File: config.mk
export PLATFORM = sky130hd
export DESIGN_NAME = cws_store_unit
export DESIGN_NICKNAME = d
export VERILOG_FILES = /design/src/hdl/cws_pkg.sv /design/src/hdl/cws_lane.sv /design/src/hdl/cws_store_unit.sv
export SDC_FILE = /design/constraint.sdc
export NUM_CORES = 1
export LEC_CHECK = 0
export BUFFER_PORTS_ARGS = -buffer_cell sky130_fd_sc_hd__buf_4
export CORE_AREA = 4 4 232 234
export DETAILED_ROUTE_END_ITERATION = 8
export DIE_AREA = 0 0 236 238
export PLACE_DENSITY = 0.59
export SLEW_MARGIN = 20
export SYNTH_ARGS = -nofsm -noshare
export SYNTH_HDL_FRONTEND = slang
export SYNTH_SLANG_ARGS = --single-unit
File: constraint.sdc
create_clock -name i_sys_clk -period 2.8 [get_ports i_sys_clk]
set_input_delay 0.56 -clock i_sys_clk [delete_from_list [all_inputs] [get_ports i_sys_clk]]
set_output_delay 0.56 -clock i_sys_clk [all_outputs]
set_load 0.005 [all_outputs]
File: src/hdl/cws_pkg.sv
/*
 * cws_pkg: opcodes, field positions, exception codes and widths for the
 * coprocessor and left-part word store unit.
 * Assumes a 64-bit core with 8-byte wide data path to the store port.
 */
package cws_pkg;
    localparam int          XLEN         = 64;
    localparam int          OP_HI        = 31;
    localparam int          OP_LO        = 26;
    localparam int          BASE_HI      = 25;
    localparam int          BASE_LO      = 21;
    localparam int          SRC_HI       = 20;
    localparam int          SRC_LO       = 16;
    localparam int          DISP_HI      = 15;
    localparam int          DISP_LO      = 0;
    localparam logic [5:0]  OP_FP_WORD   = 6'h39;
    localparam logic [5:0]  OP_COP2_WORD = 6'h3A;
    localparam logic [5:0]  OP_LEFT_WORD = 6'h2A;

    typedef enum logic [3:0] {
        CWS_EXC_NONE    = 4'h0,
        CWS_EXC_CPU     = 4'h1,
        CWS_EXC_RESV    = 4'h2,
        CWS_EXC_REFILL  = 4'h3,
        CWS_EXC_INVALID = 4'h4,
        CWS_EXC_MOD     = 4'h5,
        CWS_EXC_ADDR    = 4'h6,
        CWS_EXC_WATCH   = 4'h7,
        CWS_EXC_BUS     = 4'h8
    } cws_exc_t;

    typedef enum logic [1:0] {
        CWS_K_FP   = 2'h0,
        CWS_K_COP2 = 2'h1,
        CWS_K_LEFT = 2'h2,
        CWS_K_NONE = 2'h3
    } cws_kind_t;
endpackage : cws_pkg

File: src/hdl/cws_lane.sv
/*
 * cws_lane: pure byte-lane and data placement for one word store.
 * Assumes inputs are stable in the cycle they are presented.
 */
`timescale 1ns/1ns
module cws_lane
    import cws_pkg::*;
(
    // request
    input  wire cws_kind_t   i_kind,
    input  wire logic [2:0]  i_va_lo,
    input  wire logic        i_core_msb_first,
    input  wire logic [31:0] i_word,
    // placement
    output logic [7:0]       o_lanes,
    output logic [63:0]      o_data
);
    logic [1:0] byte_sel;
    logic       hi_half;
    logic [3:0] wmask;
    logic [31:0] wdata;

    always_comb begin
        byte_sel = i_va_lo[1:0] ^ {2{i_core_msb_first}};
        hi_half  = i_va_lo[2] ^ i_core_msb_first;
        if (i_kind == CWS_K_LEFT) begin
            unique case (byte_sel)
                2'h0: begin wmask = 4'h1; wdata = {24'h000000, i_word[31:24]}; end
                2'h1: begin wmask = 4'h3; wdata = {16'h0000, i_word[31:16]}; end
                2'h2: begin wmask = 4'h7; wdata = {8'h00, i_word[31:8]}; end
                2'h3: begin wmask = 4'hF; wdata = i_word; end
            endcase
        end else begin
            wmask = 4'hF;
            wdata = i_word;
        end
        o_lanes = hi_half ? {wmask, 4'h0} : {4'h0, wmask};
        o_data  = hi_half ? {wdata, 32'h00000000} : {32'h00000000, wdata};
    end
endmodule : cws_lane

File: src/hdl/cws_store_unit.sv
/*
 * cws_store_unit: decodes and issues the floating-point, coprocessor-two
 * and left-part word stores toward translation and the store port.
 * Assumes register files answer combinationally and the translation side
 * returns one result (with fault code) per issued request.
 */
`timescale 1ns/1ns
module cws_store_unit
    import cws_pkg::*;
#(
    parameter int PA_W = 36
) (
    // clock and reset
    input  wire logic            i_sys_clk,
    input  wire logic            i_srst,
    // instruction
    input  wire logic            i_ins_valid,
    input  wire logic [31:0]     i_ins_word,
    input  wire logic            i_cop1_usable,
    input  wire logic            i_cop2_usable,
    input  wire logic            i_cop2_present,
    input  wire logic            i_core_msb_first,
    input  wire logic            i_memory_msb_first,
    input  wire logic            i_user_byte_order_flip,
    // register files
    output logic [4:0]           o_base_idx,
    output logic [4:0]           o_src_idx,
    input  wire logic [63:0]     i_general_register_base,
    input  wire logic [63:0]     i_general_register_src,
    input  wire logic [63:0]     i_float_register,
    input  wire logic [63:0]     i_cop2_register,
    // translation
    output logic                 o_xlat_req,
    output logic [63:0]          o_target_byte_address,
    input  wire logic            i_xlat_done,
    input  wire logic [PA_W-1:0] i_xlat_paddr,
    input  wire logic [2:0]      i_cache_coherency_attr,
    input  wire cws_exc_t        i_xlat_exc,
    // store port
    output logic                 o_st_valid,
    output logic [PA_W-1:0]      o_st_paddr,
    output logic [7:0]           o_st_lanes,
    output logic [63:0]          o_st_data,
    output logic [2:0]           o_st_cca,
    input  wire logic            i_st_bus_err,
    // status
    output logic                 o_busy,
    output logic                 o_exc_valid,
    output cws_exc_t             o_exc_code,
    output logic [63:0]          o_exc_vaddr
);
    typedef enum logic [1:0] {
        CWS_S_IDLE = 2'h0,
        CWS_S_XLAT = 2'h1,
        CWS_S_DONE = 2'h2,
        CWS_S_RESP = 2'h3
    } cws_state_t;

    typedef struct packed {
        cws_state_t  st;
        cws_kind_t   kind;
        logic [31:0] word;
        logic [63:0] va;
        logic        xreq;
        logic        stv;
        logic [PA_W-1:0] pa;
        logic [7:0]  lanes;
        logic [63:0] data;
        logic [2:0]  cca;
        logic        excv;
        cws_exc_t    exc;
        logic        busy;
    } cws_reg_t;

    cws_reg_t   r;
    cws_reg_t   next_r;
    cws_kind_t  dec_kind;
    logic [63:0] ea;
    logic [31:0] src_word;
    logic [7:0]  lanes;
    logic [63:0] ldata;

    function automatic cws_kind_t decode(input logic [5:0] op);
        unique case (op)
            OP_FP_WORD:   decode = CWS_K_FP;
            OP_COP2_WORD: decode = CWS_K_COP2;
            OP_LEFT_WORD: decode = CWS_K_LEFT;
            default:      decode = CWS_K_NONE;
        endcase
    endfunction : decode

    assign dec_kind   = decode(i_ins_word[OP_HI:OP_LO]);
    assign o_base_idx = i_ins_word[BASE_HI:BASE_LO];
    assign o_src_idx  = i_ins_word[SRC_HI:SRC_LO];
    assign ea = i_general_register_base
              + {{(XLEN-16){i_ins_word[DISP_HI]}}, i_ins_word[DISP_HI:DISP_LO]};

    // low float word / low cop2 word / low gpr word
    always_comb begin
        unique case (dec_kind)
            CWS_K_FP:   src_word = i_float_register[31:0];
            CWS_K_COP2: src_word = i_cop2_register[31:0];
            default:    src_word = i_general_register_src[31:0];
        endcase
    end

    cws_lane u_lane (
        .i_kind           (r.kind),
        .i_va_lo          (r.va[2:0]),
        .i_core_msb_first (i_core_msb_first),
        .i_word           (r.word),
        .o_lanes          (lanes),
        .o_data           (ldata)
    );

    always_comb begin
        next_r      = r;
        next_r.stv  = 1'b0;
        next_r.excv = 1'b0;
        next_r.xreq = 1'b0;
        unique case (r.st)
            CWS_S_IDLE: begin
                if (i_ins_valid && dec_kind != CWS_K_NONE) begin
                    next_r.kind = dec_kind;
                    next_r.word = src_word;
                    next_r.va   = ea;
                    next_r.exc  = CWS_EXC_NONE;
                    if (dec_kind == CWS_K_FP && !i_cop1_usable) begin
                        next_r.excv = 1'b1;
                        next_r.exc  = CWS_EXC_CPU;
                    end else if (dec_kind == CWS_K_COP2 && !i_cop2_present) begin
                        next_r.excv = 1'b1;
                        next_r.exc  = CWS_EXC_RESV;
                    end else if (dec_kind == CWS_K_COP2 && !i_cop2_usable) begin
                        next_r.excv = 1'b1;
                        next_r.exc  = CWS_EXC_CPU;
                    // misaligned word / left not checked
                    end else if (dec_kind != CWS_K_LEFT && ea[1:0] != 2'h0) begin
                        next_r.excv = 1'b1;
                        next_r.exc  = CWS_EXC_ADDR;
                    end else begin
                        next_r.st   = CWS_S_XLAT;
                        next_r.xreq = 1'b1;
                    end
                end
            end
            CWS_S_XLAT: begin
                if (i_xlat_done) begin
                    if (i_xlat_exc != CWS_EXC_NONE) begin
                        next_r.excv = 1'b1;
                        next_r.exc  = i_xlat_exc;
                        next_r.st   = CWS_S_IDLE;
                    end else begin
                        next_r.pa = i_xlat_paddr;
                        // user order flip, left flips all three
                        if (r.kind == CWS_K_LEFT)
                            next_r.pa[2:0] = i_xlat_paddr[2:0] ^ {3{i_user_byte_order_flip}};
                        else
                            next_r.pa[2:0] = i_xlat_paddr[2:0] ^ {i_user_byte_order_flip, 2'h0};
                        if (r.kind == CWS_K_LEFT && !i_memory_msb_first)
                            next_r.pa[1:0] = 2'h0;
                        // address is high byte of word
                        next_r.lanes = lanes;
                        next_r.data  = ldata;
                        next_r.cca   = i_cache_coherency_attr;
                        next_r.stv   = 1'b1;
                        next_r.st    = CWS_S_DONE;
                    end
                end
            end
            CWS_S_DONE: begin
                // store port answers a cycle after the strobe
                next_r.st = CWS_S_RESP;
            end
            CWS_S_RESP: begin
                if (i_st_bus_err) begin
                    next_r.excv = 1'b1;
                    next_r.exc  = CWS_EXC_BUS;
                end
                next_r.st = CWS_S_IDLE;
            end
        endcase
        next_r.busy = next_r.st != CWS_S_IDLE;
    end

    always_ff @(posedge i_sys_clk) begin
        if (i_srst) begin
            r <= '0;
        end else begin
            r <= next_r;
        end
    end

    assign o_xlat_req            = r.xreq;
    assign o_target_byte_address = r.va;
    assign o_st_valid            = r.stv;
    assign o_st_paddr            = r.pa;
    assign o_st_lanes            = r.lanes;
    assign o_st_data             = r.data;
    assign o_st_cca              = r.cca;
    assign o_busy                = r.busy;
    assign o_exc_valid           = r.excv;
    assign o_exc_code            = r.exc;
    assign o_exc_vaddr           = r.va;

    misalign_no_store_a: assert property (@(posedge i_sys_clk) disable iff (i_srst)
        o_st_valid |-> (r.kind == CWS_K_LEFT || r.va[1:0] == 2'h0))
        else $error("aligned store issued with misaligned address");
    misalign_exc_a: assert property (@(posedge i_sys_clk) disable iff (i_srst)
        (r.st == CWS_S_IDLE && i_ins_valid && dec_kind == CWS_K_FP && i_cop1_usable
         && ea[1:0] != 2'h0) |=> (o_exc_valid && o_exc_code == CWS_EXC_ADDR))
        else $error("address error missing");
    ea_form_a: assert property (@(posedge i_sys_clk) disable iff (i_srst)
        (r.st == CWS_S_IDLE && i_ins_valid && dec_kind != CWS_K_NONE)
        |=> o_target_byte_address == $past(ea))
        else $error("target address wrong");
    word_lanes_a: assert property (@(posedge i_sys_clk) disable iff (i_srst)
        (o_st_valid && r.kind != CWS_K_LEFT)
        |-> (o_st_lanes == 8'h0F || o_st_lanes == 8'hF0))
        else $error("word store lanes wrong");
    left_pa_clear_a: assert property (@(posedge i_sys_clk) disable iff (i_srst)
        (r.st == CWS_S_XLAT && i_xlat_done && i_xlat_exc == CWS_EXC_NONE
         && r.kind == CWS_K_LEFT && !i_memory_msb_first) |=> o_st_paddr[1:0] == 2'h0)
        else $error("little endian left address not cleared");
    left_full_word_a: assert property (@(posedge i_sys_clk) disable iff (i_srst)
        (o_st_valid && r.kind == CWS_K_LEFT && (r.va[1:0] ^ {2{i_core_msb_first}}) == 2'h3)
        |-> ($countones(o_st_lanes) == 4))
        else $error("left store lane count wrong");
    store_follows_xlat_a: assert property (@(posedge i_sys_clk) disable iff (i_srst)
        o_xlat_req |-> ##[1:1000] (o_st_valid || o_exc_valid))
        else $error("no store or fault after translation");
    fp_data_a: assert property (@(posedge i_sys_clk) disable iff (i_srst)
        (r.st == CWS_S_IDLE && i_ins_valid && dec_kind == CWS_K_FP)
        |=> r.word == $past(i_float_register[31:0]))
        else $error("fp store data wrong");
    left_src_a: assert property (@(posedge i_sys_clk) disable iff (i_srst)
        (r.st == CWS_S_IDLE && i_ins_valid && dec_kind == CWS_K_LEFT)
        |=> (r.word == $past(i_general_register_src[31:0]) && !o_exc_valid))
        else $error("left store source or check wrong");

    fp_store_c: cover property (@(posedge i_sys_clk) o_st_valid && r.kind == CWS_K_FP);
    cop2_store_c: cover property (@(posedge i_sys_clk) o_st_valid && r.kind == CWS_K_COP2);
    left_store_c: cover property (@(posedge i_sys_clk) o_st_valid && r.kind == CWS_K_LEFT);
    addr_exc_c: cover property (@(posedge i_sys_clk) o_exc_valid && o_exc_code == CWS_EXC_ADDR);
endmodule : cws_store_unit

==> flow_metrics.env <==
export IMPL_status="complete, no violations"
export IMPL_synth_distinct_cells=71
export IMPL_grt_busiest_layer="met2"
export IMPL_io_pins=599
export IMPL_syn_avg_cell_area_um2=7.69
export IMPL_vdd_ir_drop_worst_v=0.000398
export IMPL_synthTopCellsByArea="dfxtp_1, buf_4, a21oi_1, nand2_1, ha_1"
export IMPL_drive_above_1_share=0.384
export IMPL_grt_pass1_vias=14200
export IMPL_rows=84
export IMPL_drv_cap=0
export IMPL_path_class="primary input to flip-flop"
export IMPL_fin_crit_sh=0.996
export IMPL_die_x_um=236
export IMPL_cp_slowest_stage_delay_ns=0.47
export IMPL_cts_sinks=219
export IMPL_cts_made_buffers=27
export IMPL_seq_power_share=0.356
export IMPL_wire_per_inst_um=19.2
export IMPL_power_density_mw_per_mm2=448
export IMPL_async_flop_share=0
export IMPL_cpMostUsedCell="or3_4"
export IMPL_crit_chain="buf_12 > ha_4 > nand4_4 > or3_4 > or3_4 > o211ai_1 > a221oi_4 > buf_6 > o41a_1 > o21ai_2 > xnor2_1 > o21ai_1"
export IMPL_io_buffers=482
export IMPL_overflow=0
export IMPL_fin_crit_ns=2.79
export IMPL_synth_top_area_share=0.311
export IMPL_multi_input_area_mm2=0.00783
export IMPL_grtUsageMet3=0.0440
export IMPL_synth_area_leader_cell="dfxtp_1"
export IMPL_nFillCells=5369
export IMPL_dr_pass1_iters=5
export IMPL_syn2layout_area_growth_pct=41.3
export IMPL_setup_viol=0
export IMPL_critPathTopFamily="compound AO/OA/AOI/OAI gates"
export IMPL_clockBufferDepth=3
export IMPL_ys_seq_area_frac=0.311
export IMPL_crit_path_start_kind="primary input"
export IMPL_syn_inst=1833
export IMPL_die_area_mm2=0.0562
export IMPL_p_int_w=0.00642
export IMPL_crit_path_end_kind="flip-flop"
export IMPL_diodes=0
export IMPL_p_clk_frac=0.418
export IMPL_seq_area_mm2=0.00438
export IMPL_met1_usage=0.248
export IMPL_syn_area_mm2=0.0141
export IMPL_finalHoldViolations=0
export IMPL_vias=14700
export IMPL_slew_violations=0
export IMPL_die_height_um=238
export IMPL_path_max_fanout=11
export IMPL_required_ns=3.25
export IMPL_finalWirelength_um=57100
export IMPL_reg2reg_slack_ns=0.69
export IMPL_max_freq_mhz=359
export IMPL_antenna_left=0
export IMPL_fin_skew_ns=0.0197
export IMPL_worst_pin_slew_ns=0.651
export IMPL_p_comb_frac=0.227
export IMPL_root_buffer="clkbuf_16"
export IMPL_routed_via_density=4.92
export IMPL_fin_nets=2677
export IMPL_hpwl_um=45800
export IMPL_start_util=0.271
export IMPL_synth_fp_nets=2239
export IMPL_globalplace_congestion=0.925
export IMPL_synth_warnings=0
export IMPL_hp_class="primary input to flip-flop"
export IMPL_fin_tns_setup_ns=0
export IMPL_coreArea_mm2=0.0520
export IMPL_drtIter0Drc=868
export IMPL_switching_share=0.280
export IMPL_rsz0062_at_grt="true"
export IMPL_grt_usage=0.188
export IMPL_critPathBufInv=2
export IMPL_cts_tree="built"
export IMPL_clkTransAtPathRegs_ns=0.06
export IMPL_relSlewSlack=0.562
export IMPL_grt_pass1_wl_um=84000
export IMPL_h_tree_depth=1
export IMPL_worstPathArrival_ns=3.24
export IMPL_grtUsageMet2=0.318
export IMPL_synth_edf_count=0
export IMPL_antenna_found_initial=4
export IMPL_ys_flop_type="dfxtp_1"
export IMPL_switching_power_w=0.00250
export IMPL_finalPower_w=0.00892
export IMPL_slowest_stage="o41a_1"
export IMPL_grt_max_degree=67
export IMPL_p_leak_nw=8.67
export IMPL_ys_seq_elements=219
export IMPL_clk_latency_ns=0.57
export IMPL_drc_errors=0
==> registers in the layout, indices dropped and copies added, names as in the netlist, 3 cells and up <==
register     count
o_st_lanes       8
o_exc_vaddr     64
r               36
o_st_cca         3
o_st_data       64
o_st_paddr      36
o_exc_code       4
==> tightest hold or removal path, cell delays in order <==
cell and delay (ns):
buf_4 0.11, nand2_1 0.04, a21oi_1 0.05
==> stage by stage <==
| stage | worst slack, ns | hold WS, ns | area [µm²] | cells | util |
|---|---|---|---|---|---|
| 2_1_floorplan | -0.0785 | 0.437 | 14400 | 1833 | - |
| 3_3_place_gp | -0.709 | 0.444 | 18700 | 2925 | 0.360 |
| 3_5_place_dp | -0.714 | 0.450 | 18700 | 2925 | 0.360 |
| 4_1_cts | 0.0136 | 0.203 | 19700 | 2975 | 0.379 |
| 5_1_grt | -0.0262 | 0.228 | 19900 | 2980 | 0.383 |
| 6_report | 0.0120 | 0.255 | 19900 | 2980 | 0.383 |
==> path summary, 6_finish.rpt <==
path / start / endpoint / depth (start not counted)
worst min-delay path: i_xlat_paddr[12] / o_st_paddr[12] / 3
worst max-delay path: i_ins_word[15] / o_exc_vaddr[43] / 12
worst max register to register: o_exc_vaddr[0] / o_st_data[14] / 7
worst min register to register: o_st_cca[2] / o_st_cca[2] / 2
==> power by group through the flow <==
stage                     clock, W  sequential (W)  combinational [W]
after floorplan                  0         0.00322           0.000940
after global placement           0         0.00324            0.00195
after detailed placement         0         0.00324            0.00195
after CTS                  0.00386         0.00317            0.00196
after global routing       0.00399         0.00317            0.00219
final                      0.00373         0.00317            0.00202
==> synthesized netlist by cell type, types with 23 or more instances <==
cell type	instances
o21ai_0	95
xnor2_1	30
a21o_1	39
nor2_1	157
clkbuf_1	88
dfxtp_1	219
buf_4	255
nand2_1	239
nand3_1	23
a21oi_1	231
xor2_1	23
ha_1	63
a22oi_1	99
==> layer usage <==
layer	vias up	part of all wire	wire [µm]
met3	67	0.078	4430
met1	6932	0.44	24900
li1	7121	-	-
met2	526	0.47	26700
met4	8	0.017	978
met5	-	0.00082	47
==> layout make-up <==
class                           instances  area share
Multi-Input combinational cell       1247       0.393
Tap cell                              688      0.0432
Clock buffer                           37      0.0388
Inverter                               16     0.00301
Timing Repair Buffer                  760       0.293
Clock inverter                         13     0.00867
Sequential cell                       219       0.220
==> cells by family (layout without fill, tap and decap cells) <==
group,count (synthesis),count (layout),share of synthesized area
AOI/OAI and AO/OA,584,584,0.259
xor gates and xnor gates,53,53,0.0329
adders and majority gates,64,64,0.0573
buffers and inverters,367,826,0.166
DFF,219,219,0.311
muxes,7,7,0.00506
and+or+nand+nor,539,539,0.168
==> cell usage in the layout (no fill, tap or decap), drive strengths merged, types with 14 or more instances in the layout <==
master	count
a211oi	16
a21o	39
a21oi	231
a22oi	99
a31oi	16
and3	15
buf	760
clkbuf	37
dfxtp	219
ha	63
inv	17
nand2	239
nand3	23
nand4	18
nor2	158
nor2b	14
nor3	19
o21ai	102
or3	15
xnor2	30
xor2	23
==> what timing repair did <==
action                     CTS  global route
gates resized for setup      3            34
hold buffers                 0             0
setup endpoints to repair    9            22
setup buffers                0             6
pin swaps                    0            21
Power figures use the tool's default switching activity.
